`src/msr_pkg.sv`:
```
package msr_pkg;

  // ==========================================================
  // clock and time base
  // ==========================================================
  localparam int CLK_HZ = 25_000_000;
  localparam int TICK_MS = 1;
  localparam int TICK_CYC = (CLK_HZ / 1000) * TICK_MS;

  // ==========================================================
  // register offsets (byte addresses)
  // ==========================================================
  localparam logic [7:0] CTRL_OFS = 8'h00;
  localparam logic [7:0] OVR_TIME_OFS = 8'h04;
  localparam logic [7:0] OVR_PULSE_OFS = 8'h08;
  localparam logic [7:0] STATUS_OFS = 8'h0C;
  localparam logic [7:0] INT_STAT_OFS = 8'h10;
  localparam logic [7:0] INT_CLR_OFS = 8'h14;
  localparam logic [7:0] INT_EN_OFS = 8'h18;

  // ==========================================================
  // field positions and reset values
  // ==========================================================
  localparam int CTRL_OVR_EN_BIT = 0;
  localparam int STAT_ERR_POS = 4;
  localparam int STAT_FLAG_POS = 12;
  localparam int INT_ERR_BIT = 0;
  localparam int INT_OVR_REQ_BIT = 1;
  localparam int INT_START_BIT = 2;
  localparam int INT_W = 3;
  localparam int FAULT_W = 5;
  localparam logic [31:0] CTRL_RST = 32'h0000_0001;
  localparam logic [15:0] OVR_TIME_RST = 16'h2710;
  localparam logic [15:0] OVR_PULSE_RST = 16'h0019;

  // ==========================================================
  // types
  // ==========================================================
  typedef enum logic [2:0] {
    MSR_STOP, MSR_FIRST, MSR_NORMAL, MSR_BLOCKED, MSR_OVR_REQ, MSR_OVERRIDE
  } msr_state_t;

  // sensor side, all from pins
  typedef struct packed {
    logic override_in;
    logic espe_free;
    logic b2;
    logic b1;
    logic a2;
    logic a1;
  } msr_pins_t;

  typedef struct packed {
    logic release_out;
    logic err_flag;
    logic muting_err;
    logic ovr_required;
    logic muting_status;
  } msr_out_t;

endpackage

```
`src/msr_top.sv`:
```
// The implementer's own choices: the register offsets and the APB interface to the registers.
`timescale 1ns/100ps
module msr_top #(
  parameter int TICK_CYC = msr_pkg::TICK_CYC
) (
  // apb slave
  input wire logic pclk,
  input wire logic presetn,
  input wire logic psel,
  input wire logic penable,
  input wire logic pwrite,
  input wire logic [7:0] paddr,
  input wire logic [31:0] pwdata,
  output logic [31:0] prdata,
  output logic pready,
  output logic pslverr,
  // controller state and field pins
  input wire logic run_in,
  input wire msr_pkg::msr_pins_t pins_in,
  // fault pulses from the sequencing logic, same clock
  input wire logic [msr_pkg::FAULT_W-1:0] fault_in,
  // outputs
  output msr_pkg::msr_out_t status_out,
  output logic irq
);

  // ==========================================================
  // input synchronisers
  // ==========================================================
  msr_pkg::msr_pins_t pins_s1_reg;
  msr_pkg::msr_pins_t pins_reg;
  logic run_s1_reg;
  logic run_reg;
  logic run_d_reg;

  always_ff @(posedge pclk or negedge presetn) begin
    if (!presetn) begin
      pins_s1_reg <= '0;
      pins_reg <= '0;
      run_s1_reg <= 1'b0;
      run_reg <= 1'b0;
      run_d_reg <= 1'b0;
    end else begin
      pins_s1_reg <= pins_in;
      pins_reg <= pins_s1_reg;
      run_s1_reg <= run_in;
      run_reg <= run_s1_reg;
      run_d_reg <= run_reg;
    end
  end

  logic all_low;
  logic part_met;
  logic cond_met;
  assign all_low = !(pins_reg.a1 | pins_reg.a2 | pins_reg.b1 | pins_reg.b2);
  assign part_met = !all_low;
  assign cond_met = (pins_reg.a1 & pins_reg.a2) | (pins_reg.b1 & pins_reg.b2);

  // ==========================================================
  // registers seen by software
  // ==========================================================
  logic [31:0] ctrl_reg;
  logic [15:0] ovr_time_reg;
  logic [15:0] ovr_pulse_reg;
  logic [msr_pkg::INT_W-1:0] int_stat_reg;
  logic [msr_pkg::INT_W-1:0] int_en_reg;
  logic wr_en;
  logic ovr_en;

  assign wr_en = psel & penable & pwrite;
  assign ovr_en = ctrl_reg[msr_pkg::CTRL_OVR_EN_BIT];
  assign pready = 1'b1;

  always_ff @(posedge pclk or negedge presetn) begin
    if (!presetn) begin
      ctrl_reg <= msr_pkg::CTRL_RST;
      ovr_time_reg <= msr_pkg::OVR_TIME_RST;
      ovr_pulse_reg <= msr_pkg::OVR_PULSE_RST;
      int_en_reg <= '0;
    end else if (wr_en) begin
      case (paddr)
        msr_pkg::CTRL_OFS: ctrl_reg <= pwdata;
        msr_pkg::OVR_TIME_OFS: ovr_time_reg <= pwdata[15:0];
        msr_pkg::OVR_PULSE_OFS: ovr_pulse_reg <= pwdata[15:0];
        msr_pkg::INT_EN_OFS: int_en_reg <= pwdata[msr_pkg::INT_W-1:0];
        default: ;
      endcase
    end
  end

  // ==========================================================
  // override pulse qualification
  // ==========================================================
  // a short bounce on the key must not count as an override
  logic [15:0] ovr_hold_reg;
  logic ovr_valid;
  logic ovr_used_reg;

  always_ff @(posedge pclk or negedge presetn) begin
    if (!presetn) begin
      ovr_hold_reg <= '0;
    end else if (!pins_reg.override_in) begin
      ovr_hold_reg <= '0;
    end else if (ovr_hold_reg != 16'hFFFF) begin
      ovr_hold_reg <= ovr_hold_reg + 16'h0001;
    end
  end

  assign ovr_valid = ovr_en & pins_reg.override_in & (ovr_hold_reg >= ovr_pulse_reg);

  // one event per press
  always_ff @(posedge pclk or negedge presetn) begin
    if (!presetn) begin
      ovr_used_reg <= 1'b0;
    end else begin
      ovr_used_reg <= ovr_valid;
    end
  end

  logic ovr_fire;
  assign ovr_fire = ovr_valid & !ovr_used_reg;

  // ==========================================================
  // millisecond timer for the override time
  // ==========================================================
  logic [31:0] pre_reg;
  logic tick;
  logic [15:0] ovr_ms_reg;
  logic ovr_expired;
  msr_pkg::msr_state_t state_reg;

  assign tick = (pre_reg == 32'(TICK_CYC - 1));

  always_ff @(posedge pclk or negedge presetn) begin
    if (!presetn) begin
      pre_reg <= '0;
    end else if (tick) begin
      pre_reg <= '0;
    end else begin
      pre_reg <= pre_reg + 32'h0000_0001;
    end
  end

  // runs while override is wanted or in use
  always_ff @(posedge pclk or negedge presetn) begin
    if (!presetn) begin
      ovr_ms_reg <= '0;
    end else if (state_reg != msr_pkg::MSR_OVR_REQ && state_reg != msr_pkg::MSR_OVERRIDE) begin
      ovr_ms_reg <= '0;
    end else if (tick && !ovr_expired) begin
      ovr_ms_reg <= ovr_ms_reg + 16'h0001;
    end
  end

  assign ovr_expired = (ovr_ms_reg >= ovr_time_reg);

  // ==========================================================
  // muting error latch
  // ==========================================================
  logic [msr_pkg::FAULT_W-1:0] err_reg;
  logic clr_ok;
  logic muting_err;

  // either clearing path amounts to a valid muting cycle
  assign clr_ok = ovr_fire | (all_low & pins_reg.espe_free);

  always_ff @(posedge pclk or negedge presetn) begin
    if (!presetn) begin
      err_reg <= '0;
    end else begin
      // a fault in the clearing cycle stays pending
      err_reg <= (clr_ok ? '0 : err_reg) | fault_in;
    end
  end

  assign muting_err = |err_reg;

  // ==========================================================
  // start-up and muting state machine
  // ==========================================================
  msr_pkg::msr_state_t state_next;
  logic armed_reg;
  logic mute_reg;
  logic start_evt;
  logic ovr_req_evt;

  always_comb begin
    state_next = state_reg;
    case (state_reg)
      msr_pkg::MSR_STOP: begin
        if (run_reg && !run_d_reg) begin
          state_next = msr_pkg::MSR_FIRST;
        end
      end
      // one cycle only; the start case is not looked at again until run_reg next rises
      msr_pkg::MSR_FIRST: begin
        if (!pins_reg.espe_free && all_low) begin
          state_next = msr_pkg::MSR_BLOCKED;
        end else if (!pins_reg.espe_free && ovr_en) begin
          state_next = msr_pkg::MSR_OVR_REQ;
        end else if (!pins_reg.espe_free) begin
          state_next = msr_pkg::MSR_BLOCKED;
        end else begin
          state_next = msr_pkg::MSR_NORMAL;
        end
      end
      msr_pkg::MSR_BLOCKED: begin
        if (pins_reg.espe_free) begin
          state_next = msr_pkg::MSR_NORMAL;
        end
      end
      msr_pkg::MSR_NORMAL: begin
        // sensors never cleared since start and OSSD already low
        if (!armed_reg && part_met && !pins_reg.espe_free && ovr_en) begin
          state_next = msr_pkg::MSR_OVR_REQ;
        end
      end
      msr_pkg::MSR_OVR_REQ: begin
        if (ovr_fire) begin
          state_next = msr_pkg::MSR_OVERRIDE;
        end else if (all_low) begin
          state_next = msr_pkg::MSR_NORMAL;
        end else if (ovr_expired) begin
          state_next = msr_pkg::MSR_BLOCKED;
        end
      end
      msr_pkg::MSR_OVERRIDE: begin
        if (all_low || ovr_expired) begin
          state_next = msr_pkg::MSR_NORMAL;
        end
      end
      default: state_next = msr_pkg::MSR_STOP;
    endcase
    if (!run_reg) begin
      state_next = msr_pkg::MSR_STOP;
    end
  end

  always_ff @(posedge pclk or negedge presetn) begin
    if (!presetn) begin
      state_reg <= msr_pkg::MSR_STOP;
    end else begin
      state_reg <= state_next;
    end
  end

  // armed once every sensor has been seen low at the same time in any state after MSR_STOP
  always_ff @(posedge pclk or negedge presetn) begin
    if (!presetn) begin
      armed_reg <= 1'b0;
    end else if (state_reg == msr_pkg::MSR_FIRST) begin
      armed_reg <= all_low;
    end else if (state_reg == msr_pkg::MSR_STOP) begin
      armed_reg <= 1'b0;
    end else if (all_low) begin
      armed_reg <= 1'b1;
    end
  end

  // muting starts only from a clean start, holds while sensors cover
  always_ff @(posedge pclk or negedge presetn) begin
    if (!presetn) begin
      mute_reg <= 1'b0;
    end else if (state_reg != msr_pkg::MSR_NORMAL || muting_err || all_low) begin
      mute_reg <= 1'b0;
    end else if (armed_reg && cond_met) begin
      mute_reg <= 1'b1;
    end
  end

  assign start_evt = (state_reg == msr_pkg::MSR_FIRST);
  assign ovr_req_evt = (state_next == msr_pkg::MSR_OVR_REQ) &&
    (state_reg != msr_pkg::MSR_OVR_REQ);

  // ==========================================================
  // outputs
  // ==========================================================
  logic in_ovr;
  logic release_next;
  msr_pkg::msr_out_t out_next;

  assign in_ovr = (state_reg == msr_pkg::MSR_OVERRIDE);
  // error always overrides every release reason
  assign release_next = !muting_err && (state_reg != msr_pkg::MSR_STOP) &&
    (state_reg != msr_pkg::MSR_FIRST) &&
    (mute_reg || in_ovr || pins_reg.espe_free);

  always_comb begin
    out_next.release_out = release_next;
    out_next.err_flag = muting_err;
    out_next.muting_err = muting_err;
    out_next.ovr_required = (state_reg == msr_pkg::MSR_OVR_REQ);
    out_next.muting_status = !muting_err && (mute_reg || in_ovr);
  end

  always_ff @(posedge pclk or negedge presetn) begin
    if (!presetn) begin
      status_out <= '0;
    end else begin
      status_out <= out_next;
    end
  end

  // ==========================================================
  // interrupt status
  // ==========================================================
  logic [msr_pkg::INT_W-1:0] int_set;
  logic [msr_pkg::INT_W-1:0] int_clr;

  assign int_set = {start_evt, ovr_req_evt, |fault_in};
  assign int_clr = (wr_en && paddr == msr_pkg::INT_CLR_OFS) ?
    pwdata[msr_pkg::INT_W-1:0] : '0;

  always_ff @(posedge pclk or negedge presetn) begin
    if (!presetn) begin
      int_stat_reg <= '0;
    end else begin
      // a new event beats a clear in the same cycle
      int_stat_reg <= (int_stat_reg & ~int_clr) | int_set;
    end
  end

  assign irq = |(int_stat_reg & int_en_reg);

  // ==========================================================
  // read mux
  // ==========================================================
  logic [31:0] status_word;
  logic hit;

  assign status_word = {14'h0000, |out_next, 3'h0, err_reg, status_out, armed_reg,
    3'(state_reg)};

  always_comb begin
    prdata = '0;
    hit = 1'b1;
    case (paddr)
      msr_pkg::CTRL_OFS: prdata = ctrl_reg;
      msr_pkg::OVR_TIME_OFS: prdata = {16'h0000, ovr_time_reg};
      msr_pkg::OVR_PULSE_OFS: prdata = {16'h0000, ovr_pulse_reg};
      msr_pkg::STATUS_OFS: prdata = status_word;
      msr_pkg::INT_STAT_OFS: prdata = {29'h0000_0000, int_stat_reg};
      msr_pkg::INT_CLR_OFS: prdata = '0;
      msr_pkg::INT_EN_OFS: prdata = {29'h0000_0000, int_en_reg};
      default: hit = 1'b0;
    endcase
  end

  assign pslverr = psel & penable & !hit;

endmodule

```
`config.mk`:
```
export PLATFORM = sky130hd
export DESIGN_NAME = msr_top
export DESIGN_NICKNAME = d
export VERILOG_FILES = /design/src/msr_pkg.sv /design/src/msr_top.sv
export SDC_FILE = /design/constraint.sdc
export NUM_CORES = 1
export LEC_CHECK = 0
export BUFFER_PORTS_ARGS = -buffer_cell sky130_fd_sc_hd__buf_4
export CAP_MARGIN = 20
export CORE_UTILIZATION = 30
export CTS_CLUSTER_DIAMETER = 120
export CTS_CLUSTER_SIZE = 24
export DETAILED_ROUTE_END_ITERATION = 8
export GPL_TIMING_DRIVEN = 0
export PLACE_DENSITY = 0.43
export SYNTH_ARGS = -nofsm -noshare
export SYNTH_HDL_FRONTEND = slang
export SYNTH_SLANG_ARGS = --single-unit
```
`constraint.sdc`:
```
create_clock -name pclk -period 3.1 [get_ports pclk]
set_clock_uncertainty 0.1 [all_clocks]
set_input_delay 0.31 -clock pclk [delete_from_list [all_inputs] [get_ports pclk]]
set_output_delay 0.31 -clock pclk [all_outputs]
set_load 0.01 [all_outputs]
```
# Word-level counts from Yosys, hierarchy flattened
# Index checks and enable logic that the tools add are counted.
[classes]
add_sub_neg = 3
n_lt_le_gt_ge = 2
eq_ne = 20
mux = 26
bitwise = 19
n_reduce_logical = 42
[op_table]
columns = ["cell", "n"]
rows = [
  ["case mux 32 bit (6 select lines)", 1],
  ["two-way mux 16 bit", 4],
  ["two-way mux 3 bit", 11],
  ["adder 16 x 1 -> 16 bit, second input constant", 2],
  ["adder 32 x 1 -> 32 bit, second input constant", 1],
  ["== test 32 x 15 -> 1 bit, second input constant", 1],
  [">= comparator 16 bit", 2],
  ["two-way mux 32 bit", 1],
  ["== test 8 x 5 -> 1 bit, second input constant", 3],
  ["case mux 3 bit (6 select lines)", 1],
  ["== test 8 x 4 -> 1 bit, second input constant", 2],
  ["!= test 16 bit, second input constant", 1],
  ["logical AND 1 bit", 15],
  ["OR reduction 5 bit", 2],
  ["bitwise AND 1 bit", 9],
  ["== test 3 bit, second input constant", 3],
  ["== test 8 x 3 -> 1 bit, second input constant", 1],
  ["logical NOT 1 bit", 8],
  ["logical NOT 8 bit", 1],
  ["AND reduction 2 bit", 4],
  ["OR reduction 8 bit", 1],
  ["two-way mux 1 bit", 7],
  ["OR reduction 7 bit", 1],
  ["bitwise AND 3 bit", 2],
  ["16 further kinds", 28],
]
[totals]
reg_bits = 164
input_bits = 57
out_inout_bits = 40
wordCells = 144

# Longest topological paths before layout
# Gate-level depths: netlist of the first run.
[logic_depth]
depth_word = 12
ltp_mapped = 9
depth_no_buf = 8

# Least setup slack after synthesis of the first run
# OpenSTA, ideal clock, no wires.
[synth_timing]
path_kind = "register -> register"
startpoint = "reg ovr_ms_reg[0]"
endpoint = "reg ovr_ms_reg[12]"
setup_time_ps = 78
t_arrival_ps = 2632
required_ps = 2922
path_slack_ps = 290
stages_incl_launch_ff = 10
path_buffers = 1
synth_period_minus_slack_ps = 2810
cell_sequence = "dfrtp_1 inv_1 ha_1 nand2b_1 a2111o_1 a311o_1 or3_1 buf_2 or4_1 a21oi_1"
[synth_between]
elab_chain_len = 4
elab_cells_between_ends = 7
cone_classes = "1 x add/sub; 1 x order compare; 2 x mux; 3 x reduce/logical"
[synth_rtl]
columns = ["element", "line", "text"]
rows = [
  ["from (decl)", "msr_top.sv:128", "logic [15:0] ovr_ms_reg;"],
  ["from (signal assigned)", "msr_top.sv:151", "ovr_ms_reg <= ovr_ms_reg + 16'h0001;"],
  [">= comparator 16 bit", "msr_top.sv:155", "assign ovr_expired = (ovr_ms_reg >= ovr_time_reg);"],
  ["logical NOT 1 bit", "msr_top.sv:150", "end else if (tick && !ovr_expired) begin"],
  ["logical AND 1 bit", "msr_top.sv:150", ""],
  ["nonzero test 2 bit (no line)", "n/a", ""],
]
# Parallel ways exist; a longest one is shown, timed or not. The select of a mux whose other input is x is not followed.
# A chain may end at the register's enable or synchronous reset.

# Worst setup path after layout of the first run
[layout_timing]
startpoint = "reg ovr_ms_reg[0]"
endpoint = "reg ovr_ms_reg[8]"
# Same word-level chain as after synthesis.

==> impl_metrics.ini, run 1 <==
[timing]
rsz0062_at_grt = no
report.final.slew_viol_count = 0
post-route-period-util = 0.9550
max_freq_mhz = 337.8
finalSetupTns_ns = 0
slew_headroom = 0.3143
setup_ws_ns = 0.1395
hold_violations = 0
min_period_ns = 2.961
tightestPinTransition_ns = 1.029
setup_viol = 0

[min_path]
min_from = pwdata[9]
min_path_type = input pin to register
holdPathEnd = ovr_pulse_reg[9]
min_path_cells = 2

[grt]
first_global_vias = 6368
antenna_found_initial = 0
grt_overflow = 0
grt_pass1_wl_um = 36200
grtUsageTotal = 0.1684
grt_max_degree = 104

[placed_design]
dp_cells = 1204
io_buffers = 94
place.gp.congestion = 0.7766
dp_hpwl_um = 16430
post-place-ws_ns = 0.009624
placed_area_um2 = 9346

[floorplanning]
rows = 60
die_x_um = 167.0
io_pins = 97
chipHeight_um = 167.0
initial_core_util = 0.3048
die_area_um2 = 27890
core_area_um2 = 26800

[logic_synthesis]
synth_largest_area_cell = dfrtp_1
synth_top_area_share = 0.4748
syn_area_um2 = 8169
synth-edff-count = 0
synth-seq-cells = 164
ys.flop_type = dfrtp_1
synth_cells = 767
ys_async_sr_fraction = 1.000
synth.area.top_cells = dfrtp_1 47%, mux2_2 9.0%, ha_1 5.4%
yosys_warnings = 0
synth_area_per_cell_um2 = 10.65
ys_types = 61
syn_nets = 859
yosysSeqAreaShare = 0.5038

[outcome]
status = completed

[routing]
wl_um = 22460
drtPass1Iterations = 7
postRouteAntennaNets = 0
vias = 6290
routedWlPerCell_um = 17.68
vias_per_cell = 4.953
drtIter0Drc = 452
drc = 0

[critical_path]
required_ns = 3.36
crit_fanout = 10
crit_chain = inv_1 > ha_1 > nand2b_1 > a2111o_1 > a311o_1 > or3_1 > buf_4 > or4_1 > a21oi_2
reg2regPathDepth = 9
worstReg2RegStart = ovr_ms_reg[0]
arrival_ns = 3.22
rrSetupSlack_ns = 0.14
end_kind = register
startpoint_type = register
rr_endpoint = ovr_ms_reg[8]
slowest_stage = or4_1
worst-setup-path-type = register to register
cpLargestDelayFamily = simple AND/OR/NAND/NOR gates
crit_buf_inv = 2
cpPeakStageDelay_ns = 0.48

[clock_tree]
cts_buffers = 17
htreeDepth = 4
path_clk_slew_ns = 0.08
max-clock-path-buffers = 2
cts_sinks = 164
cts_tree = built
cts_root_buf = clkbuf_16
clk_latency_ns = 0.43

[flow_run]
drv_cap = 0

[pwr]
power.density_nw_per_um2 = 445.2
peakVddDrop_uv = 335.9
leakagePower_nw = 4.646

[cells_and_area]
nNetsFinal = 1008
area_delta_synth_final_pct = 25.88
stdcell_count = 1270
fillCellCount = 2685
diodes = 0
stdcell_area_um2 = 10280
drive_above_1_share = 0.2379
fin_util = 0.3837
metrics by stage:
| step | hold WS, ns | total power [mW] |
|---|---|---|
| 6_report | 0.02210 | 4.578 |
| 2_1_floorplan | -0.08559 | 2.314 |
| 5_1_grt | 0.009542 | 4.755 |
| 4_1_cts | 0.008857 | 4.639 |
| 3_3_place_gp | 0.2323 | 2.460 |
| 3_5_place_dp | 0.1868 | 2.466 |
final cells by class:
| type | count | area (um^2) | area share |
|---|---|---|---|
| buffer | 28 | 126.4 | 0.01229 |
| clock buffer | 17 | 425.4 | 0.04137 |
| clock inverter | 15 | 157.7 | 0.01533 |
| inverter | 41 | 153.9 | 0.01497 |
| multi-input combinational | 534 | 3800 | 0.3695 |
| sequential | 164 | 4115 | 0.4002 |
| tap | 341 | 426.7 | 0.04149 |
| timing repair buffer | 130 | 1079 | 0.1049 |
worst reg2reg max path, cell delays in order, from the launching register on:
cell and delay (ns):
dfrtp_1 0.38, inv_1 0.09, ha_1 0.22, nand2b_1 0.14, a2111o_1 0.40, a311o_1 0.40
or3_1 0.35, buf_4 0.17, or4_1 0.49, a21oi_2 0.14
logic make-up (layout without fill, tap and decap cells):
logic type               after synthesis  count (layout)  share of synthesized area
AO/OA/AOI/OAI                         99              99                    0.08577
XOR/XNOR                              43              43                    0.04610
adder cells (fa/ha/maj)               35              35                    0.05361
buffers and inverters                 69             231                    0.03385
flip-flops                           164             164                     0.5038
multiplexers                          71              71                    0.09726
other                                  1               1                  0.0004590
AND/OR/NAND/NOR                      285             285                     0.1792
cell usage after synthesis, types with 3 or more instances:
cell type  instances
o31ai_1            4
a22o_1             3
mux2i_1            4
xor2_1            11
xnor2_1           32
nand4_1           23
nor4_1            14
nand3_1           29
and4_1             3
and3_1             9
nand2_1           86
o211ai_1           4
nor2_1            44
inv_1             41
nand2b_1           8
a21oi_1           30
dfstp_2            9
or4_1             11
and2_1            21
a21o_1             6
ha_1              35
buf_1              3
a31oi_1            3
nor2b_1            3
o21ai_0           12
nor3_1            17
clkbuf_1          20
a222oi_1          17
dfrtp_1          155
or3_1              6
mux2_2            65
power by group:
part	internal, mW	leakage [nW]	switching [mW]	total, mW
Combinational	0.128	2.20	0.136	0.263
Sequential	2.17	2.16	0.0226	2.19
Clock	1.08	0.284	1.04	2.12
Total	3.38	4.65	1.20	4.58
worst max path at each step:
stage	start	to	slack, ns	cells after the start
floorplan	ovr_ms_reg[0]	ovr_ms_reg[12]	0.29	9
global placement	paddr[4]	prdata[3]	-0.03	8
detailed placement	paddr[4]	prdata[3]	0.01	8
CTS	paddr[5]	prdata[3]	0.04	7
global route	ovr_ms_reg[0]	ovr_ms_reg[8]	0.004	9
finish	ovr_ms_reg[0]	ovr_ms_reg[8]	0.14	9
metal layers:
layer,up-vias,track usage,share of wire
li1,3065,-,-
met2,110,0.2620,0.45
met5,-,0,0
met1,3103,0.2407,0.51
met4,0,0.03221,0.0063
met3,12,0.03588,0.036
cells in the final DEF, fill, tap and decap left out, types with 4 or more instances in the layout:
cell type,count
mux2i_1,4
nor4_1,14
nor3_1,17
xor2_1,11
dlygate4sd3_1,30
nand2_1,86
ha_1,35
and2_1,21
buf_4,99
clkbuf_16,17
nand2b_1,8
nand3_1,29
inv_8,5
buf_1,4
clkbuf_1,18
a21oi_1,29
dfstp_2,9
nand4_1,23
dfrtp_1,155
a21o_1,6
a222oi_1,17
and3_1,9
o21ai_0,12
inv_6,4
inv_1,41
or4_1,11
o211ai_1,4
mux2_2,65
or3_1,6
xnor2_1,32
nor2_1,44
o31ai_1,4
what timing repair did:
item / 4_1_cts / 5_1_grt
gates resized for setup: 1 / 7
buffers inserted: 0 / 3
endpoints found under the setup margin: 1 / 26
hold buffers: 30 / 0
pin swaps: 0 / 2
hold endpoints to repair: 90 / 0
Power figures use the tool's default switching activity.
==> run 2: changes to the inputs <==
==> constraint.sdc (replaced) <==
create_clock -name pclk -period 3.7 [get_ports pclk]
set_clock_uncertainty 0.1 [all_clocks]
set_input_delay 0.37 -clock pclk [delete_from_list [all_inputs] [get_ports pclk]]
set_output_delay 0.37 -clock pclk [all_outputs]
set_load 0.01 [all_outputs]
==> impl_metrics.ini, run 2 (synthesis gave the netlist of run 1 again) <==
[timing]
slew_headroom = 0.3225
setup_viol = 0
report.final.slew_viol_count = 0
rsz0062_at_grt = no
post-route-period-util = 0.8624
finalSetupTns_ns = 0
min_period_ns = 3.191
hold_violations = 0
tightestPinTransition_ns = 1.009
max_freq_mhz = 313.4

[critical_path]
startpoint_type = input pin
rrSetupSlack_ns = 0.61
crit_fanout = 10
end_kind = output pin
worst-setup-path-type = input pin to output pin
arrival_ns = 2.72
required_ns = 3.23

[placed_design]
place.gp.congestion = 0.7766
io_buffers = 94
dp_cells = 1204
placed_area_um2 = 9346
dp_hpwl_um = 16430

[cells_and_area]
area_delta_synth_final_pct = 22.59
diodes = 0
fillCellCount = 2700
final_common_cell = dfrtp_1
seqCellArea_um2 = 4115
nNetsFinal = 983
multi_input_area_um2 = 3777
drive_above_1_share = 0.2367
stdcell_count = 1245
stdcell_area_um2 = 10010
fin_util = 0.3737
layout_common_cells = 155 x dfrtp_1, 95 x buf_4, 86 x nand2_1

[routing]
vias = 6182
drc = 0
vias_per_cell = 4.965
postRouteAntennaNets = 0
drtPass1Iterations = 8
drtIter0Drc = 401
routedWlPerCell_um = 17.94
wl_um = 22330

[floorplanning]
die_area_um2 = 27890
initial_core_util = 0.3048
die_x_um = 167.0
chipHeight_um = 167.0
io_pins = 97
core_area_um2 = 26800
rows = 60

[clock_tree]
holdBufCountCts = 8
cts_tree = built
path_clk_slew_ns = 0.07
cts_setup_buffers = 0
cts_sinks = 164
cts_root_buf = clkbuf_16
htreeDepth = 4
cts_resized = 0
cts_buffers = 17
clk_latency_ns = 0.43
max-clock-path-buffers = 2

[min_path]
min_path_type = input pin to register

[grt]
grtUsageTotal = 0.1672
grt_max_degree = 104
first_global_vias = 6276
antenna_found_initial = 0
grt_pass1_wl_um = 35890
grt_overflow = 0

[pwr]
peakVddDrop_uv = 280.0
leakagePower_nw = 4.521
power.density_nw_per_um2 = 380.3

[outcome]
status = completed

[flow_run]
drv_cap = 0
## run 2: changes by cell type in the layout (fill, tap and decap cells not counted), moves of 2 or more
cell and delta:
buf_4 -4, clkbuf_1 +2, a311oi_2 -2, a311oi_1 +2, dlygate4sd3_1 -22
## run 2: layout make-up
type	instances	area share
plain buffers	28	0.01224
well taps	341	0.04260
inverters	41	0.01537
repair buffers	105	0.08346
flip-flops and latches	164	0.4109
clock inverters	15	0.01574
clock buffers	17	0.04248
multi-input cells	534	0.3772
## run 2: power breakdown
| part | leakage, nW | internal, mW | switching [mW] | total (mW) |
|---|---|---|---|---|
| Sequential | 2.16 | 1.82 | 0.0191 | 1.84 |
| Clock | 0.284 | 0.906 | 0.870 | 1.78 |
| Combinational | 2.08 | 0.0883 | 0.107 | 0.195 |
| Total | 4.52 | 2.81 | 0.996 | 3.81 |
## run 2: path summary, 6_finish.rpt
check,from,depth (start not counted),end
hold reg to reg,pins_s1_reg[1],0,pins_reg[1]
setup reg to reg,ovr_hold_reg[13],7,err_reg[3]
setup / recovery,paddr[5],7,prdata[4]
hold / removal,fault_in[2],2,err_reg[2]
min in group asynchronous,presetn,2,ovr_hold_reg[15]
max in group asynchronous,presetn,3,pins_reg[4]
## run 2: worst max-delay path: stages
cell and delay (ns):
buf_4 0.11, nor3_1 0.38, nor3b_2 0.77, clkbuf_1 0.60, a222oi_1 0.24, nand2_1 0.11
buf_4 0.13
## run 2: metrics by stage
stage,power [mW],hold WS [ns],setup slack (ns)
6_report,3.808,0.02277,0.5093
3_3_place_gp,2.061,0.2323,0.4475
4_1_cts,3.867,0.004309,0.4769
5_1_grt,3.958,0.008305,0.3238
2_1_floorplan,1.939,-0.02559,0.8903
3_5_place_dp,2.066,0.2355,0.4896
## run 2: routing by layer
| layer | global-route usage | vias up | wire [um] |
|---|---|---|---|
| met5 | 0 | - | 0 |
| met4 | 0.03140 | 0 | 116 |
| met3 | 0.03470 | 11 | 762 |
| met2 | 0.2589 | 108 | 10080 |
| met1 | 0.2409 | 3041 | 11370 |
| li1 | - | 3022 | - |
==> run 3: changes to the inputs <==
--- a/config.mk
+++ b/config.mk
@@ -5,6 +5,7 @@
 export SDC_FILE = /design/constraint.sdc
 export NUM_CORES = 1
 export LEC_CHECK = 0
+export ABC_AREA = 1
 export BUFFER_PORTS_ARGS = -buffer_cell sky130_fd_sc_hd__buf_4
 export CAP_MARGIN = 20
 export CORE_UTILIZATION = 30
@@ -12,7 +13,7 @@
 export CTS_CLUSTER_SIZE = 24
 export DETAILED_ROUTE_END_ITERATION = 8
 export GPL_TIMING_DRIVEN = 0
-export PLACE_DENSITY = 0.43
+export PLACE_DENSITY = 0.42
 export SYNTH_ARGS = -nofsm -noshare
 export SYNTH_HDL_FRONTEND = slang
 export SYNTH_SLANG_ARGS = --single-unit
==> impl_metrics.ini, run 3 <==
[placed_design]
place.gp.congestion = 0.8511
placed_area_um2 = 9961
io_buffers = 94
dp_hpwl_um = 20670

[grt]
first_global_vias = 7547
globalRouteMet2Util = 0.2992
grt_util_met3 = 0.03012
gr-max-usage-layer = met2
grt_overflow = 0
use_met1 = 0.2655
antenna_found_initial = 0
grtUsageTotal = 0.1877
grt_max_degree = 99
grt_pass1_wl_um = 43150

[logic_synthesis]
syn_area_um2 = 8740
synth_cells = 1079
ys.flop_type = dfrtp_1
yosys_warnings = 0
ys_types = 49
yosysSeqAreaShare = 0.4709
yosysMostFrequentCell = nand2_1
ys_async_sr_fraction = 1.000
synth.area.top_cells = dfrtp_1 44%, nand2_1 9.4%, inv_1 7.3%
synth_common_cells = 219 x nand2_1, 171 x inv_1, 155 x dfrtp_1, 105 x nor2_1, 84 x o21ai_0
synth-edff-count = 0
synth_largest_area_cell = dfrtp_1
synth_top_area_share = 0.4438
synth-seq-cells = 164
syn_nets = 1171
synth_area_per_cell_um2 = 8.100

[cells_and_area]
final_common_cell = nand2_1
stdcell_area_um2 = 10650
area_delta_synth_final_pct = 21.82
layout_common_cells = 219 x nand2_1, 171 x inv_1, 155 x dfrtp_1
nNetsFinal = 1293
diodes = 0
drive_above_1_share = 0.1376
fin_util = 0.3709

[clock_tree]
cts_buffers = 17
cts_setup_buffers = 0
path_clk_slew_ns = 0.07
cts_tree = built
htreeDepth = 4
max-clock-path-buffers = 2
holdBufCountCts = 8
cts_resized = 0
cts_root_buf = clkbuf_16
cts_sinks = 164
clk_latency_ns = 0.44

[floorplanning]
rows = 62
chipHeight_um = 172.7
core_area_um2 = 28700
io_pins = 97
initial_core_util = 0.3045
die_x_um = 172.7
die_area_um2 = 29820

[critical_path]
rrSetupSlack_ns = 1.11
worst-setup-path-type = input pin to output pin
end_kind = output pin
cp-startpoint = paddr[5]
reg2regPathDepth = 12
required_ns = 3.23
startpoint_type = input pin
worstReg2RegStart = ovr_time_reg[13]
crit_fanout = 10
arrival_ns = 2.31

[routing]
wl_um = 26780
drtPass1Iterations = 5
postRouteAntennaNets = 0
vias_per_cell = 4.674
vias = 7469
routedWlPerCell_um = 16.76
drtIter0Drc = 484
drc = 0

[flow_run]
drv_cap = 0

[timing]
tightestPinTransition_ns = 0.8119
setup_viol = 0
slew_headroom = 0.4530
max_freq_mhz = 359.4
report.final.slew_viol_count = 0
post-route-period-util = 0.7520
hold_violations = 0
min_period_ns = 2.782
rsz0062_at_grt = no
finalSetupTns_ns = 0

[pwr]
total_power_mw = 3.921
pwr-share-clk = 0.479
power.switching_uw = 953.3
peakVddDrop_uv = 345.8
internal-power_mw = 2.968
swShare = 0.2431
power.density_nw_per_um2 = 368.3
p_seq_frac = 0.468
leakagePower_nw = 5.121
combPwrFrac = 0.053

[min_path]
min_path_cells = 2
min_from = fault_in[0]
min_path_type = input pin to register

[outcome]
status = completed
run 3: layer usage:
| metal | up-vias | wire, um |
|---|---|---|
| met1 | 3577 | 13420 |
| li1 | 3756 | - |
| met2 | 109 | 12380 |
| met3 | 27 | 674 |
| met4 | 0 | 307 |
| met5 | - | 0 |
run 3: worst paths after layout:
path / endpoint
hold / removal: err_reg[0]
min in group asynchronous: ovr_hold_reg[1]
hold reg to reg: pins_reg[3]
setup / recovery: prdata[7]
max in group asynchronous: ovr_time_reg[4]
setup reg to reg: ovr_ms_reg[4]
run 3: cell type report:
type / instances / area (um^2)
clock inverters: 15 / 180.2
inverters: 177 / 664.4
fillers: 3072 / 18060
flip-flops and latches: 164 / 4115
repair buffers: 103 / 820.8
well taps: 384 / 480.5
plain buffers: 22 / 110.1
clock buffers: 17 / 425.4
multi-input cells: 716 / 3850
run 3: power groups by stage:
stage	Combinational, mW	Sequential, mW	Clock (mW)
after global routing	0.237	1.84	2.00
after detailed placement	0.208	1.87	0
after CTS	0.215	1.83	1.93
final	0.209	1.84	1.88
after global placement	0.202	1.87	0
after floorplan	0.0805	1.86	0
run 3: critical path: stages:
cell	delay, ns
buf_4	0.11
nor3_2	0.25
nand2_1	0.12
inv_2	0.11
nand4_1	0.41
inv_1	0.42
nand2_1	0.15
o2111ai_1	0.18
buf_4	0.19
run 3: through the flow:
stage	instances	hold slack (ns)	setup slack, ns
floorplan	1079	-0.02559	1.711
global placement	1557	0.2318	0.9125
detailed placement	1558	0.2347	0.9352
CTS	1598	0.01907	0.8724
global route	1598	0.02107	0.7106
finish	1598	0.03360	0.9176
run 3: logic make-up after synthesis:
kind of cell               count (synthesis)  share of synthesized area
buffers and inverters                    199                    0.08862
DFF                                      164                     0.4709
adders and majority gates                 35                    0.05011
xor gates and xnor gates                  41                    0.04109
other                                      1                  0.0004291
AOI/OAI and AO/OA                        178                     0.1135
muxes                                      1                   0.001288
and+or+nand+nor                          460                     0.2341
